## src/logic/feature_pkg.sv

```systemverilog
// Operation
// - byte-wide transfer option enabled makes the data path use only lines 7..0.
// - 02h enables write cache; 82h disables it, flushing before completion.
// - for 03h the selection byte splits into type bits 7:3, mode 2:0.
// - type 00001b pio flow, 00100b multiword dma, 01000b ultra dma; 00010b/10000b unusable.
// - 00h selects default pio; 01h also turns IORDY off when supported.
// - every mode number up to the supported maximum is accepted.
// - pio mode 3 or higher always runs with IORDY flow control.
// - enabling one dma family disables the other; one family at most.
// - 05h enables power management with level in selection byte; 85h disables.
// - level FEh max performance, 80h-FDh no spin-down, 01h-7Fh standby; 00h/FFh reserved.
// - 06h enables power-up-in-standby; kept through hardware and software reset.
// - 86h disables power-up-in-standby; disabled is the factory default.
// - 07h moves a device that powered up in standby to active.
// - 0Ah selects high power; restored on hardware reset, and on software reset unless reverting is off.
// - 8Ah selects low power; only allowed commands run, others abort.
// - 31h disables notification and unlocks media; no effect if already off.
// - 95h enables notification, clears lock, returns version in notify_version.
// - capability byte: bit0 prior enable, bit1 lock, bit2 powered eject, rest zero.
// - AAh enables read look-ahead, 55h disables it.
// - 5Dh/DDh release interrupt enable; 5Eh/DEh service interrupt enable.
// - CCh enables reverting to defaults; 66h keeps settings over software reset.
// - unsupported or invalid input aborts: abort and error set, busy cleared.
// - power-on reset loads default values for all settings; hardware reset for all but power-up-in-standby.
package feature_pkg;
   // register byte addresses
   localparam logic [7:0] ADDR_FEATURES = 8'h00;
   localparam logic [7:0] ADDR_SECTOR_COUNT = 8'h04;
   localparam logic [7:0] ADDR_COMMAND = 8'h08;
   localparam logic [7:0] ADDR_STATUS = 8'h0C;
   localparam logic [7:0] ADDR_VERSION = 8'h10;
   localparam logic [7:0] ADDR_CAPABILITY = 8'h14;
   localparam logic [7:0] ADDR_STATE = 8'h18;
   localparam logic [7:0] ADDR_XFER = 8'h1C;
   localparam logic [7:0] ADDR_APM = 8'h20;
   localparam logic [7:0] ADDR_RESET_CTRL = 8'h24;
   // command and subcommand codes
   localparam logic [7:0] CMD_SET_FEATURES = 8'hEF;
   localparam logic [7:0] SUB_BYTE_ON = 8'h01;
   localparam logic [7:0] SUB_BYTE_OFF = 8'h81;
   localparam logic [7:0] SUB_WC_ON = 8'h02;
   localparam logic [7:0] SUB_WC_OFF = 8'h82;
   localparam logic [7:0] SUB_XFER = 8'h03;
   localparam logic [7:0] SUB_APM_ON = 8'h05;
   localparam logic [7:0] SUB_APM_OFF = 8'h85;
   localparam logic [7:0] SUB_PUIS_ON = 8'h06;
   localparam logic [7:0] SUB_PUIS_OFF = 8'h86;
   localparam logic [7:0] SUB_SPINUP = 8'h07;
   localparam logic [7:0] SUB_HIPWR = 8'h0A;
   localparam logic [7:0] SUB_LOPWR = 8'h8A;
   localparam logic [7:0] SUB_MSN_OFF = 8'h31;
   localparam logic [7:0] SUB_MSN_ON = 8'h95;
   localparam logic [7:0] SUB_RLA_ON = 8'hAA;
   localparam logic [7:0] SUB_RLA_OFF = 8'h55;
   localparam logic [7:0] SUB_REL_ON = 8'h5D;
   localparam logic [7:0] SUB_REL_OFF = 8'hDD;
   localparam logic [7:0] SUB_SVC_ON = 8'h5E;
   localparam logic [7:0] SUB_SVC_OFF = 8'hDE;
   localparam logic [7:0] SUB_REVERT_ON = 8'hCC;
   localparam logic [7:0] SUB_REVERT_OFF = 8'h66;
   // transfer types and limits
   localparam logic [4:0] XT_DEFAULT = 5'h00;
   localparam logic [4:0] XT_PIO = 5'h01;
   localparam logic [4:0] XT_MWDMA = 5'h04;
   localparam logic [4:0] XT_UDMA = 5'h08;
   localparam logic [2:0] NUM_DEFAULT = 3'h0;
   localparam logic [2:0] NUM_NO_IORDY = 3'h1;
   localparam logic [2:0] PIO_IORDY_MIN = 3'h3;
   localparam logic [2:0] MAX_PIO = 3'h4;
   localparam logic [2:0] MAX_MWDMA = 3'h2;
   localparam logic [2:0] MAX_UDMA = 3'h5;
   localparam logic IORDY_OFF_SUPPORTED = 1'b1;
   localparam logic APM_OFF_SUPPORTED = 1'b1;
   // power management levels
   localparam logic [7:0] APM_RSVD_LO = 8'h00;
   localparam logic [7:0] APM_RSVD_HI = 8'hFF;
   localparam logic [7:0] APM_NO_SPINDOWN = 8'h80;
   // media notification
   localparam logic [7:0] NOTIFY_VERSION = 8'h00;
   localparam logic LOCK_CAPABLE = 1'b1;
   localparam logic EJECT_CAPABLE = 1'b0;
   // dma families
   localparam logic [1:0] FAM_NONE = 2'h0;
   localparam logic [1:0] FAM_MWDMA = 2'h1;
   localparam logic [1:0] FAM_UDMA = 2'h2;
   // defaults after power-on or hardware reset
   localparam logic DEF_WC = 1'b1;
   localparam logic DEF_RLA = 1'b1;
   localparam logic DEF_REVERT = 1'b1;
   localparam logic [7:0] DEF_APM = 8'hFE;
   // status and reset control bit positions
   localparam int ST_ERR = 0;
   localparam int ST_DRQ = 3;
   localparam int ST_ABRT = 4;
   localparam int ST_DRDY = 6;
   localparam int ST_BSY = 7;
   localparam int RC_SOFT = 0;
   localparam int RC_HARD = 1;
endpackage

```

## src/logic/set_features_unit.sv

```systemverilog
`timescale 1ns/10ps
`default_nettype none
module set_features_unit (
   // apb slave
   input wire logic pclk,
   input wire logic presetn,
   input wire logic psel,
   input wire logic penable,
   input wire logic pwrite,
   input wire logic [7:0] paddr,
   input wire logic [31:0] pwdata,
   output logic [31:0] prdata,
   output logic pready,
   output logic pslverr,
   // cache flush handshake
   output logic flush_req,
   input wire logic flush_done,
   // feature state seen by the rest of the device
   output logic byte_mode,
   output logic write_cache_en,
   output logic iordy_active,
   output logic [2:0] pio_mode,
   output logic [1:0] dma_family,
   output logic [2:0] dma_mode,
   output logic apm_en,
   output logic apm_standby_ok,
   output logic in_standby,
   output logic low_power,
   output logic notify_en,
   output logic media_locked,
   output logic look_ahead_en,
   output logic release_irq_en,
   output logic service_irq_en
);
   typedef enum logic [2:0] {S_IDLE = 3'b001, S_EXEC = 3'b010, S_FLUSH = 3'b100} state_e;
   state_e state;
   logic [7:0] features, sector_count, last_cmd, notify_version, notify_capability, apm_level;
   logic err, abrt, iordy_off, puis_en, revert_en, rd_done;
   logic [31:0] next_prdata;

   // mode numbers at or below the maximum are all valid
   function automatic logic mode_ok(input logic [4:0] t, input logic [2:0] n);
      case (t)
         feature_pkg::XT_DEFAULT: mode_ok = (n == feature_pkg::NUM_DEFAULT) ||
            (n == feature_pkg::NUM_NO_IORDY && feature_pkg::IORDY_OFF_SUPPORTED);
         feature_pkg::XT_PIO: mode_ok = (n <= feature_pkg::MAX_PIO);
         feature_pkg::XT_MWDMA: mode_ok = (n <= feature_pkg::MAX_MWDMA);
         feature_pkg::XT_UDMA: mode_ok = (n <= feature_pkg::MAX_UDMA);
         default: mode_ok = 1'b0;
      endcase
   endfunction

   // apb decode
   wire logic access = psel && penable;
   wire logic done = access && rd_done;
   wire logic wr_done = done && pwrite;
   wire logic mapped = (paddr[1:0] == 2'b00) && (paddr <= feature_pkg::ADDR_RESET_CTRL);
   wire logic busy = (state != S_IDLE);
   wire logic wr_cmd = wr_done && (paddr == feature_pkg::ADDR_COMMAND) && !busy;
   wire logic wr_rst = wr_done && (paddr == feature_pkg::ADDR_RESET_CTRL);
   wire logic soft_rst = wr_rst && pwdata[feature_pkg::RC_SOFT];
   wire logic hard_rst = wr_rst && pwdata[feature_pkg::RC_HARD];
   // busy blocks host writes to the input bytes as in a real task file
   wire logic wr_feat = wr_done && (paddr == feature_pkg::ADDR_FEATURES) && !busy;
   wire logic wr_sc = wr_done && (paddr == feature_pkg::ADDR_SECTOR_COUNT) && !busy;

   // subcommand decode
   wire logic [4:0] xfer_type = sector_count[7:3];
   wire logic [2:0] xfer_num = sector_count[2:0];
   wire logic xfer_good = mode_ok(xfer_type, xfer_num);
   wire logic apm_good = (sector_count != feature_pkg::APM_RSVD_LO) &&
      (sector_count != feature_pkg::APM_RSVD_HI);
   wire logic pwr_sub = (features == feature_pkg::SUB_HIPWR) || (features == feature_pkg::SUB_LOPWR);
   wire logic known_sub = (features == feature_pkg::SUB_BYTE_ON) || (features == feature_pkg::SUB_BYTE_OFF) ||
      (features == feature_pkg::SUB_WC_ON) || (features == feature_pkg::SUB_WC_OFF) ||
      (features == feature_pkg::SUB_XFER) || (features == feature_pkg::SUB_APM_ON) ||
      (features == feature_pkg::SUB_APM_OFF && feature_pkg::APM_OFF_SUPPORTED) ||
      (features == feature_pkg::SUB_PUIS_ON) || (features == feature_pkg::SUB_PUIS_OFF) ||
      (features == feature_pkg::SUB_SPINUP) || pwr_sub ||
      (features == feature_pkg::SUB_MSN_OFF) || (features == feature_pkg::SUB_MSN_ON) ||
      (features == feature_pkg::SUB_RLA_ON) || (features == feature_pkg::SUB_RLA_OFF) ||
      (features == feature_pkg::SUB_REL_ON) || (features == feature_pkg::SUB_REL_OFF) ||
      (features == feature_pkg::SUB_SVC_ON) || (features == feature_pkg::SUB_SVC_OFF) ||
      (features == feature_pkg::SUB_REVERT_ON) || (features == feature_pkg::SUB_REVERT_OFF);
   // low power accepts only the two power subcommands here
   wire logic bad = (last_cmd != feature_pkg::CMD_SET_FEATURES) || !known_sub ||
      (low_power && !pwr_sub) ||
      (features == feature_pkg::SUB_XFER && !xfer_good) ||
      (features == feature_pkg::SUB_APM_ON && !apm_good);
   wire logic exec_ok = (state == S_EXEC) && !bad;
   wire logic exec_bad = (state == S_EXEC) && bad;
   wire logic set_xfer = exec_ok && (features == feature_pkg::SUB_XFER);

   // apb answer: one wait state so read data comes from a flop
   always_ff @(posedge pclk or negedge presetn) begin
      if (!presetn) begin
         rd_done <= 1'b0;
         prdata <= 32'h0000_0000;
         pslverr <= 1'b0;
      end else begin
         rd_done <= access && !rd_done;
         prdata <= (access && !rd_done && !pwrite) ? next_prdata : prdata;
         pslverr <= access && !rd_done && !mapped;
      end
   end
   assign pready = rd_done;

   always_comb begin
      next_prdata = 32'h0000_0000;
      case (paddr)
         feature_pkg::ADDR_FEATURES: next_prdata[7:0] = features;
         feature_pkg::ADDR_SECTOR_COUNT: next_prdata[7:0] = sector_count;
         feature_pkg::ADDR_COMMAND: next_prdata[7:0] = last_cmd;
         feature_pkg::ADDR_STATUS: begin
            next_prdata[feature_pkg::ST_ERR] = err;
            next_prdata[feature_pkg::ST_ABRT] = abrt;
            next_prdata[feature_pkg::ST_DRDY] = !busy;
            next_prdata[feature_pkg::ST_BSY] = busy;
         end
         feature_pkg::ADDR_VERSION: next_prdata[7:0] = notify_version;
         feature_pkg::ADDR_CAPABILITY: next_prdata[7:0] = notify_capability;
         feature_pkg::ADDR_STATE: next_prdata[15:0] = {puis_en, revert_en, iordy_off, byte_mode,
            write_cache_en, apm_en, in_standby, low_power, notify_en, media_locked,
            look_ahead_en, release_irq_en, service_irq_en, iordy_active, flush_req, 1'b0};
         feature_pkg::ADDR_XFER: next_prdata[7:0] = {dma_family, dma_mode, pio_mode};
         feature_pkg::ADDR_APM: next_prdata[7:0] = apm_level;
         default: next_prdata = 32'h0000_0000;
      endcase
   end

   // host input bytes and command sequencing
   always_ff @(posedge pclk or negedge presetn) begin
      if (!presetn) begin
         features <= 8'h00;
         sector_count <= 8'h00;
         last_cmd <= 8'h00;
         state <= S_IDLE;
         err <= 1'b0;
         abrt <= 1'b0;
         flush_req <= 1'b0;
      end else begin
         if (wr_feat) features <= pwdata[7:0];
         if (wr_sc) sector_count <= pwdata[7:0];
         if (wr_cmd) last_cmd <= pwdata[7:0];
         case (state)
            S_IDLE: begin
               if (wr_cmd) begin
                  state <= S_EXEC;
                  err <= 1'b0;
                  abrt <= 1'b0;
               end
            end
            S_EXEC: begin
               if (bad) begin
                  err <= 1'b1;
                  abrt <= 1'b1;
                  state <= S_IDLE;
               end else if (features == feature_pkg::SUB_WC_OFF) begin
                  flush_req <= 1'b1;
                  state <= S_FLUSH;
               end else begin
                  state <= S_IDLE;
               end
            end
            S_FLUSH: begin
               // completion waits for the flush to finish
               if (flush_done) begin
                  flush_req <= 1'b0;
                  state <= S_IDLE;
               end
            end
            default: state <= S_IDLE;
         endcase
         if (hard_rst || soft_rst) begin
            // a reset abandons a flush in flight; the cache owner sees req drop
            state <= S_IDLE;
            flush_req <= 1'b0;
         end
      end
   end

   // persistent and resettable feature state
   wire logic revert_now = hard_rst || (soft_rst && revert_en);
   always_ff @(posedge pclk or negedge presetn) begin
      if (!presetn) begin
         puis_en <= 1'b0;
         in_standby <= 1'b0;
      end else if (hard_rst || soft_rst) begin
         in_standby <= hard_rst ? puis_en : in_standby;
      end else if (exec_ok) begin
         case (features)
            feature_pkg::SUB_PUIS_ON: puis_en <= 1'b1;
            feature_pkg::SUB_PUIS_OFF: puis_en <= 1'b0;
            feature_pkg::SUB_SPINUP: in_standby <= 1'b0;
            default: puis_en <= puis_en;
         endcase
      end
   end

   always_ff @(posedge pclk or negedge presetn) begin
      if (!presetn) begin
         byte_mode <= 1'b0;
         write_cache_en <= feature_pkg::DEF_WC;
         apm_en <= 1'b0;
         apm_level <= feature_pkg::DEF_APM;
         low_power <= 1'b0;
         notify_en <= 1'b0;
         media_locked <= 1'b0;
         look_ahead_en <= feature_pkg::DEF_RLA;
         release_irq_en <= 1'b0;
         service_irq_en <= 1'b0;
         revert_en <= feature_pkg::DEF_REVERT;
      end else if (revert_now) begin
         byte_mode <= 1'b0;
         write_cache_en <= feature_pkg::DEF_WC;
         apm_en <= 1'b0;
         apm_level <= feature_pkg::DEF_APM;
         low_power <= 1'b0;
         notify_en <= 1'b0;
         media_locked <= 1'b0;
         look_ahead_en <= feature_pkg::DEF_RLA;
         release_irq_en <= 1'b0;
         service_irq_en <= 1'b0;
         revert_en <= hard_rst ? feature_pkg::DEF_REVERT : revert_en;
      end else if (exec_ok) begin
         case (features)
            feature_pkg::SUB_BYTE_ON: byte_mode <= 1'b1;
            feature_pkg::SUB_BYTE_OFF: byte_mode <= 1'b0;
            feature_pkg::SUB_WC_ON: write_cache_en <= 1'b1;
            feature_pkg::SUB_WC_OFF: write_cache_en <= 1'b0;
            feature_pkg::SUB_APM_ON: begin
               apm_en <= 1'b1;
               apm_level <= sector_count;
            end
            feature_pkg::SUB_APM_OFF: apm_en <= 1'b0;
            feature_pkg::SUB_HIPWR: low_power <= 1'b0;
            feature_pkg::SUB_LOPWR: low_power <= 1'b1;
            feature_pkg::SUB_MSN_OFF: begin
               // already off: both bits are already clear, so nothing changes
               notify_en <= 1'b0;
               media_locked <= 1'b0;
            end
            feature_pkg::SUB_MSN_ON: begin
               notify_en <= 1'b1;
               media_locked <= 1'b0;
            end
            feature_pkg::SUB_RLA_ON: look_ahead_en <= 1'b1;
            feature_pkg::SUB_RLA_OFF: look_ahead_en <= 1'b0;
            feature_pkg::SUB_REL_ON: release_irq_en <= 1'b1;
            feature_pkg::SUB_REL_OFF: release_irq_en <= 1'b0;
            feature_pkg::SUB_SVC_ON: service_irq_en <= 1'b1;
            feature_pkg::SUB_SVC_OFF: service_irq_en <= 1'b0;
            feature_pkg::SUB_REVERT_ON: revert_en <= 1'b1;
            feature_pkg::SUB_REVERT_OFF: revert_en <= 1'b0;
            default: revert_en <= revert_en;
         endcase
      end
   end

   // transfer mode; a rejected request never reaches here
   always_ff @(posedge pclk or negedge presetn) begin
      if (!presetn) begin
         pio_mode <= 3'h0;
         iordy_off <= 1'b0;
         dma_family <= feature_pkg::FAM_NONE;
         dma_mode <= 3'h0;
      end else if (revert_now) begin
         pio_mode <= 3'h0;
         iordy_off <= 1'b0;
         dma_family <= feature_pkg::FAM_NONE;
         dma_mode <= 3'h0;
      end else if (set_xfer) begin
         case (xfer_type)
            feature_pkg::XT_DEFAULT: begin
               pio_mode <= 3'h0;
               iordy_off <= (xfer_num == feature_pkg::NUM_NO_IORDY);
            end
            feature_pkg::XT_PIO: begin
               pio_mode <= xfer_num;
               iordy_off <= 1'b0;
            end
            feature_pkg::XT_MWDMA: begin
               dma_family <= feature_pkg::FAM_MWDMA;
               dma_mode <= xfer_num;
            end
            feature_pkg::XT_UDMA: begin
               dma_family <= feature_pkg::FAM_UDMA;
               dma_mode <= xfer_num;
            end
            default: pio_mode <= pio_mode;
         endcase
      end
   end
   assign iordy_active = !iordy_off || (pio_mode >= feature_pkg::PIO_IORDY_MIN);
   assign apm_standby_ok = apm_en && (apm_level < feature_pkg::APM_NO_SPINDOWN);

   // notification outputs latched on the enabling subcommand
   always_ff @(posedge pclk or negedge presetn) begin
      if (!presetn) begin
         notify_version <= 8'h00;
         notify_capability <= 8'h00;
      end else if (exec_ok && features == feature_pkg::SUB_MSN_ON) begin
         notify_version <= feature_pkg::NOTIFY_VERSION;
         notify_capability <= {5'h00, feature_pkg::EJECT_CAPABLE, feature_pkg::LOCK_CAPABLE, notify_en};
      end
   end
endmodule
`default_nettype wire

```

## config.mk

```make
export PLATFORM = sky130hd
export DESIGN_NAME = set_features_unit
export DESIGN_NICKNAME = d
export VERILOG_FILES = /design/src/logic/feature_pkg.sv /design/src/logic/set_features_unit.sv
export SDC_FILE = /design/constraint.sdc
export NUM_CORES = 1
export LEC_CHECK = 0
export BUFFER_PORTS_ARGS = -buffer_cell sky130_fd_sc_hd__buf_2
export CAP_MARGIN = 20
export CORE_MARGIN = 3
export CORE_UTILIZATION = 50
export CTS_CLUSTER_DIAMETER = 50
export DETAILED_ROUTE_END_ITERATION = 8
export PLACE_DENSITY_LB_ADDON = 0.05
export SLEW_MARGIN = 20
export SYNTH_ARGS = -nofsm -noshare
export SYNTH_HDL_FRONTEND = slang
export SYNTH_SLANG_ARGS = --single-unit
```

## constraint.sdc

```tcl
create_clock -name pclk -period 2.45 [get_ports pclk]
set_input_delay 0.3675 -clock pclk [delete_from_list [all_inputs] [get_ports pclk]]
set_output_delay 0.3675 -clock pclk [all_outputs]
set_load 0.01 [all_outputs]
```

==> impl_metrics.yaml, run 1 <==
outcome:
  status: "complete, no violations"
critical_path:
  cp_max_fo: 15
  cp_cell_sequence: "or3_1 > o21ai_4 > and3_4 > nand2_2 > or4_1 > a21oi_1"
  critPathArrivalTime_ps: 2550
  startpoint_type: "flip-flop"
  rr_startpoint: "features[4]"
  crit_type: "reg -> reg"
  crit_slowest_cell: "or4_1"
  critPathCaptureType: "flip-flop"
  worstPathRequired_ps: 2730
  crit_start: "features[4]"
  cpPeakStageDelay_ps: 530
sta:
  finalHoldViolCount: 0
  slew-limit-headroom_pct: 55.0
  fmaxAchievable_mhz: 440
  whs_ps: 19.5
  rsz0062_at_grt: "no"
  setup_viol: 0
  fin_skew_ps: 11.9
  fin_crit_sh_pct: 92.8
  setup_tns_ps: 0
  tightest_slew_ps: 670
  final_max_slew_viol_count: 0
  period_needed_ps: 2270
cells_and_area:
  final_cell_mix: "dfrtp_1, buf_2, nand2_1"
  final_cells: 622
  drive_gt1_share_pct: 32.5
  nFillCells: 740
  synthToLayoutAreaGrowth_pct: 15.0
  num_antenna_cells: 0
  final_area_sq_um: 5150
  fin_nets: 558
  layout_commonest_cell: "dfrtp_1"
detailed_routing:
  vias_per_cell: 6.18
  drt_wl_total_microns: 12300
  antenna_left: 0
  vias: 3845
  firstDrtPassIters: 5
  drc: 0
  drtIter0Drc: 314
  wl_per_cell_microns: 19.9
clock_tree:
  insertion_delay_ps: 360
  clockBufferDepth: 2
  tritoncts: "built"
  postCtsSetupBuffers: 0
  cts.sinks: 77
  cts-htree-levels: 3
  numCtsBuffers: 9
  clkSlewWorstSetupHoldPaths_ps: 90
  cts_root_buffer: "clkbuf_8"
die:
  die-area_sq_um: 10100
  die_h_microns: 101
  die_x_microns: 101
  num_io_pins: 101
  initial_utilization_pct: 52.9
  rows: 33
  fp.coreArea_sq_um: 8460
global_route:
  grt_pass1_vias: 3551
  antenna_found_initial: 0
  grt_max_degree: 78
  grt_pass1_wl_microns: 19700
  overflow: 0
  grt_use_total_pct: 25.3
placement:
  dp_hpwl_microns: 9170
  io_buffers: 59
  place_inst: 606
  place_area_sq_um: 4930
  place_congestion: 0.865
synth:
  synth-seq-area-share_pct: 43.3
  synth_area_sq_um: 4480
  syn_inst: 444
  avgSynthCellArea_sq_um: 10.1
  synth_top_flop_cell: "dfrtp_1"
  ys_async_sr_fraction_pct: 100
  synth-edff-count: 0
  yosysWarnings: 0
  synth-seq-cells: 77
  synth_cell_types: 78
run:
  cap_violations: 0
power:
  power_density_nw_per_um2: 478
  leakagePower_uw: 0.00219
  ir_drop_v: 0.000334
hold_path:
  hold_path.class: "in -> async"
==> flip-flops by register name (all words and copies together), names as in the netlist, 2 cells and up <==
| signal | flops |
|---|---|
| apm_level | 8 |
| dma_family | 2 |
| dma_mode | 3 |
| features | 8 |
| last_cmd | 8 |
| notify_capability | 2 |
| pio_mode | 3 |
| prdata | 16 |
| sector_count | 8 |
| state | 3 |
==> worst paths after layout <==
path / slack, ps / to / cells past startpoint
max: 180 / byte_mode / 6
min: 20 / prdata[10] / 2
max in group asynchronous: 2080 / look_ahead_en / 2
max reg2reg: 180 / byte_mode / 6
min in group pclk: 230 / flush_req / 2
min reg2reg: 480 / prdata[1] / 2
==> stage by stage <==
stage / worst slack (ps) / util (%) / power, uW
final: 177 / 60.8 / 2460
after global routing: 36.0 / 60.8 / 2550
after CTS: 114 / 60.8 / 2480
after detailed placement: 139 / 58.3 / 1460
after global placement: 145 / 58.3 / 1460
after floorplan: 319 / - / 1400
==> critical path, delay by kind of cell, from the launching register on <==
kind / cells / cell delay (ps)
AND/OR/NAND/NOR: 4 / 1410
flip-flops: 1 / 440
AO/OA/AOI/OAI: 2 / 350
==> layout make-up <==
type	instances	area (sq um)	area share (%)
Sequential cell	77	1940	37.7
Multi-Input combinational cell	330	2320	45.1
Inverter	7	26.3	0.510
Tap cell	105	131	2.55
Clock buffer	10	138	2.67
Timing Repair Buffer	87	520	10.1
Clock inverter	6	70.1	1.36
==> synthesized netlist by cell type (3+ instances only) <==
| cell type | count | share of area (%) |
|---|---|---|
| a211oi_1 | 3 | 0.50 |
| a21oi_1 | 19 | 2.1 |
| a222oi_1 | 4 | 0.89 |
| a22o_1 | 13 | 2.5 |
| a31oi_1 | 4 | 0.56 |
| a32oi_1 | 3 | 0.59 |
| and2_1 | 3 | 0.42 |
| and3_1 | 3 | 0.42 |
| buf_2 | 8 | 0.89 |
| buf_4 | 19 | 3.2 |
| clkbuf_1 | 18 | 1.5 |
| dfrtp_1 | 66 | 37 |
| dfstp_2 | 11 | 6.5 |
| inv_1 | 7 | 0.59 |
| mux2_2 | 31 | 7.8 |
| mux2i_1 | 15 | 3.4 |
| nand2_1 | 39 | 3.3 |
| nand2b_1 | 7 | 0.98 |
| nand3_1 | 13 | 1.5 |
| nand4_1 | 9 | 1.3 |
| nor2_1 | 20 | 1.7 |
| nor2b_1 | 3 | 0.42 |
| nor3_1 | 8 | 0.89 |
| nor4_1 | 5 | 0.70 |
| nor4bb_1 | 3 | 0.67 |
| o21a_1 | 5 | 0.84 |
| o21ai_0 | 29 | 3.2 |
| o31ai_1 | 5 | 0.84 |
| o41ai_1 | 3 | 0.59 |
| or3_1 | 6 | 0.84 |
| or4_1 | 3 | 0.50 |
| or4b_1 | 3 | 0.67 |
==> where the power goes <==
| group | total, uW | internal [uW] | switching, uW |
|---|---|---|---|
| Clock | 1020 | 504 | 517 |
| Combinational | 148 | 49.7 | 98.6 |
| Sequential | 1290 | 1280 | 8.52 |
==> metal layers <==
metal | vias up | routed length [microns] | track usage, % | share of wire, %
li1 | 1773 | - | - | -
met1 | 1879 | 5530 | 37.9 | 45
met2 | 173 | 5600 | 37.3 | 45
met3 | 20 | 990 | 4.29 | 8.0
met4 | 0 | 221 | 7.67 | 1.8
met5 | - | 0 | 0 | 0
==> logic make-up after synthesis <==
logic type | count (synthesis) | synth area share (%)
and+or+nand+nor | 156 | 21.4
AOI/OAI and AO/OA | 109 | 17.1
DFF | 77 | 43.3
buffers and inverters | 53 | 6.26
muxes | 47 | 11.7
xor gates and xnor gates | 1 | 0.196
other | 1 | 0.0838
==> repair_timing <==
action | 4_1_cts | 5_1_grt
resized for setup | 0 | 1
endpoints found under the setup margin | 0 | 2
hold buffers | 0 | 0
Power figures use the tool's default switching activity.
==> inputs of run 2 (changes only) <==
CORE_ASPECT_RATIO = 1.1   (was default)
==> impl_metrics.yaml, run 2 (synthesis gave the netlist of run 1 again) <==
cells_and_area:
  final_cell_mix: "dfrtp_1, buf_2, nand2_1"
  synthToLayoutAreaGrowth_pct: 15.3
  seq_area_sq_um: 1940
  layout_commonest_cell: "dfrtp_1"
  final_util_pct: 60.5
  regMostFlops: "prdata"
  drive_gt1_share_pct: 33.0
  multi_input_area_sq_um: 2320
  num_antenna_cells: 0
  nFillCells: 765
  fin_nets: 563
  largest_reg_flops: 16
die:
  die_x_microns: 96.2
  rows: 35
  die-area_sq_um: 10100
  die_h_microns: 105
  initial_utilization_pct: 52.4
  fp.coreArea_sq_um: 8540
  num_io_pins: 101
detailed_routing:
  vias: 3798
  vias_per_cell: 6.00
  drt_wl_total_microns: 12300
  firstDrtPassIters: 5
  wl_per_cell_microns: 19.5
  drc: 0
  antenna_left: 0
  drtIter0Drc: 265
critical_path:
  critPathCaptureType: "flip-flop"
  r2r_slack_ps: 180
  crit_type: "reg -> reg"
  critPathArrivalTime_ps: 2520
  r2r-end: "abrt"
  startpoint_type: "flip-flop"
  worstPathRequired_ps: 2700
  ff2ff_path_depth: 6
  rr_startpoint: "features[1]"
  cp_max_fo: 12
global_route:
  grt_pass1_wl_microns: 19600
  overflow: 0
  grt_use_total_pct: 25.4
  antenna_found_initial: 0
  grt_pass1_vias: 3637
  grt_max_degree: 43
placement:
  place_congestion: 0.882
  dp_hpwl_microns: 9340
  io_buffers: 59
  dp_slack_ps: 152
sta:
  fin_skew_ps: 8.33
  setup_viol: 0
  slew-limit-headroom_pct: 56.6
  fmaxAchievable_mhz: 440
  final_max_slew_viol_count: 0
  layout_setup_ws_ps: 178
  tightest_slew_ps: 645
  finalHoldViolCount: 0
  period_needed_ps: 2270
  fin_crit_sh_pct: 92.7
  rsz0062_at_grt: "no"
  setup_tns_ps: 0
outcome:
  status: "complete, no violations"
run:
  cap_violations: 0
clock_tree:
  tritoncts: "built"
  cts-htree-levels: 3
  cts-resized-gates: 0
  cts_root_buffer: "clkbuf_8"
  numCtsBuffers: 9
  clkSlewWorstSetupHoldPaths_ps: 90
  clockBufferDepth: 2
  insertion_delay_ps: 360
  cts.sinks: 77
hold_path:
  worstHoldStart: "flush_done"
  holdPathEnd: "flush_req"
  hold_path.class: "in -> reg"
  whs_path_depth: 2
power:
  leakagePower_uw: 0.00221
  power_density_nw_per_um2: 455
  ir_drop_v: 0.000396
  p_total_uw: 2350
[run 2: worst max-delay path by stage]
stage / from / endpoint / slack [ps] / cells after the start
after CTS: features[1] / abrt / 190 / 6
final: features[1] / abrt / 180 / 6
after global placement: paddr[1] / features[1] / 200 / 6
after floorplan: features[5] / notify_capability[0] / 320 / 7
after global routing: features[1] / abrt / 50 / 6
after detailed placement: paddr[1] / features[6] / 150 / 6
[run 2: timing repair]
action / 4_1_cts / 5_1_grt
setup buffers: 0 / 0
hold buffers: 1 / 0
endpoints found under the hold margin: 28 / 0
[run 2: stage by stage]
step	hold WS (ps)	cells	area, sq um
CTS	218	633	5160
global route	237	633	5160
detailed placement	351	616	4970
finish	222	633	5160
global placement	354	616	4970
floorplan	71.9	460	4540
[run 2: area by class of cell]
| type | instances | area share (%) |
|---|---|---|
| clock inverter | 7 | 1.11 |
| sequential | 77 | 37.6 |
| inverter | 7 | 0.509 |
| tap | 111 | 2.69 |
| timing repair buffer | 92 | 10.9 |
| multi-input combinational | 330 | 44.9 |
| clock buffer | 9 | 2.40 |
[run 2: layer usage]
metal,share of wire [%],vias up,GRT usage (%)
met4,1.2,0,7.83
met3,5.3,11,3.43
met1,46,1883,37.1
li1,-,1769,-
met5,0,-,0
met2,48,135,39.0
[run 2: report_power, final]
part / internal [uW] / leakage [uW] / switching [uW]
Sequential: 1280 / 0.000959 / 7.82
Clock: 382 / 0.0000881 / 528
Combinational: 51.8 / 0.00117 / 98.8
Total: 1720 / 0.00221 / 634
[run 2: critical path, cell delays in order, from the launching register on]
cell and delay (ps):
dfrtp_1 520, or4b_2 770, nor4b_2 330, nor3_1 80
nand3_1 170, nand3_1 100, a22o_1 200
==> inputs of run 3 (changes only) <==
--- a/config.mk
+++ b/config.mk
@@ -10,8 +10,9 @@
 export CORE_ASPECT_RATIO = 1.1
 export CORE_MARGIN = 3
-export CORE_UTILIZATION = 50
+export CORE_UTILIZATION = 55
 export CTS_CLUSTER_DIAMETER = 50
 export DETAILED_ROUTE_END_ITERATION = 8
 export PLACE_DENSITY_LB_ADDON = 0.05
+export RECOVER_POWER = 50
 export SLEW_MARGIN = 20
 export SYNTH_ARGS = -nofsm -noshare
==> constraint.sdc (replaced) <==
create_clock -name pclk -period 2.45 [get_ports pclk]
set_input_delay 0.3675 -clock pclk [delete_from_list [all_inputs] [get_ports pclk]]
set_output_delay 0.3675 -clock pclk [all_outputs]
set_load 0.02 [all_outputs]
==> impl_metrics.yaml, run 3 (synthesis gave the netlist of run 1 again) <==
die:
  die-area_sq_um: 9260
  fp.coreArea_sq_um: 7680
  die_x_microns: 92.0
  num_io_pins: 101
  initial_utilization_pct: 58.3
  die_h_microns: 101
  rows: 33
sta:
  setup_viol: 0
  setup_tns_ps: 0
  layout_setup_ws_ps: 141
  fin_crit_sh_pct: 94.2
  rsz0062_at_grt: "no"
  final_max_slew_viol_count: 78
  finalHoldViolCount: 0
  fmaxAchievable_mhz: 433
  tightest_slew_ps: 1890
  period_needed_ps: 2310
  fin_skew_ps: 14.7
  whs_ps: 231
  slew-limit-headroom_pct: -26.1
cells_and_area:
  final_cell_mix: "dfrtp_1, buf_2, nand2_1"
  fin_nets: 559
  final_util_pct: 66.1
  layout_commonest_cell: "dfrtp_1"
  seq_area_sq_um: 1940
  regMostFlops: "prdata"
  multi_input_area_sq_um: 2320
  drive_gt1_share_pct: 29.0
  largest_reg_flops: 16
  final_cells: 623
  num_antenna_cells: 0
  nFillCells: 674
  synthToLayoutAreaGrowth_pct: 13.4
global_route:
  grt_use_total_pct: 27.0
  grt_pass1_vias: 3556
  overflow: 0
  grt_pass1_wl_microns: 19200
  grt_max_degree: 78
  antenna_found_initial: 0
outcome:
  violations: "capacitance limit, slew limit"
  status: "finished, violations left"
detailed_routing:
  vias_per_cell: 6.18
  drtIter0Drc: 270
  wl_per_cell_microns: 19.2
  antenna_left: 0
  vias: 3850
  firstDrtPassIters: 5
  drt_wl_total_microns: 12000
  drc: 0
power:
  leakagePower_uw: 0.00211
  ir_drop_v: 0.000439
  power_density_nw_per_um2: 457
critical_path:
  worstPathRequired_ps: 2710
  cp_top_family: "simple AND/OR/NAND/NOR gates"
  cp_cell_sequence: "buf_4 > nor3_1 > or4b_1 > a211oi_1 > a21oi_1 > a211oi_1"
  crit_type: "reg -> reg"
  startpoint_type: "flip-flop"
  critPathArrivalTime_ps: 2570
  critPathCaptureType: "flip-flop"
  crit_buf_inv: 1
  crit_slowest_cell: "or4b_1"
  cpPeakStageDelay_ps: 560
  cp_common_cell: "a211oi_1"
  cp_max_fo: 9
clock_tree:
  cts-htree-levels: 3
  postCtsHoldBufs: 0
  cts.sinks: 77
  clkSlewWorstSetupHoldPaths_ps: 80
  tritoncts: "built"
  cts_root_buffer: "clkbuf_8"
  cts-resized-gates: 0
  numCtsBuffers: 9
  clockBufferDepth: 2
  insertion_delay_ps: 360
  postCtsSetupBuffers: 0
hold_path:
  hold_path.class: "in -> reg"
placement:
  place_inst: 607
  dp_slack_ps: 172
  place_congestion: 0.959
  dp_hpwl_microns: 8900
  io_buffers: 59
run:
  cap_violations: 1
run 3: cell types whose count changed in the layout (fill, tap and decap cells not counted), sizes merged:
cell	change
clkbuf	+20
inv	-2
buf	-21
dlygate4sd3	-1
run 3: layer usage:
layer	wire length, microns	track usage [%]	up-vias	share of wire, %
met5	0	0	-	0
met4	347	11.4	0	2.9
met3	855	4.48	27	7.1
met2	5370	40.1	154	45
met1	5400	39.2	1888	45
li1	-	-	1781	-
run 3: report_power, final:
| group | switching (uW) | internal [uW] |
|---|---|---|
| registers | 8.46 | 1280 |
| logic | 116 | 43.7 |
| clock network | 497 | 372 |
run 3: final cells by class:
type | instances | share of cell area [%]
Inverter | 7 | 0.518
Multi-Input combinational cell | 330 | 45.6
Clock inverter | 5 | 0.740
Sequential cell | 77 | 38.2
Clock buffer | 11 | 2.59
Tap cell | 105 | 2.59
Timing Repair Buffer | 88 | 9.69
run 3: worst paths after layout:
check                                          start                   end  slack [ps]  cells after the start
worst max-delay path                     features[3]             flush_req         140                      6
worst min-delay path                      flush_done             flush_req         230                      2
worst max register to register           features[3]             flush_req         140                      6
worst min register to register  notify_capability[1]  notify_capability[1]         480                      1
max in group asynchronous                    presetn           last_cmd[0]         800                      1
min in group asynchronous                    presetn            prdata[12]         520                      1
run 3: stage by stage:
step / power, uW / instance area (sq um)
after CTS: 2330 / 5100
after detailed placement: 1480 / 4930
after floorplan: 1420 / 4540
final: 2320 / 5070
after global routing: 2410 / 5070
after global placement: 1470 / 4930
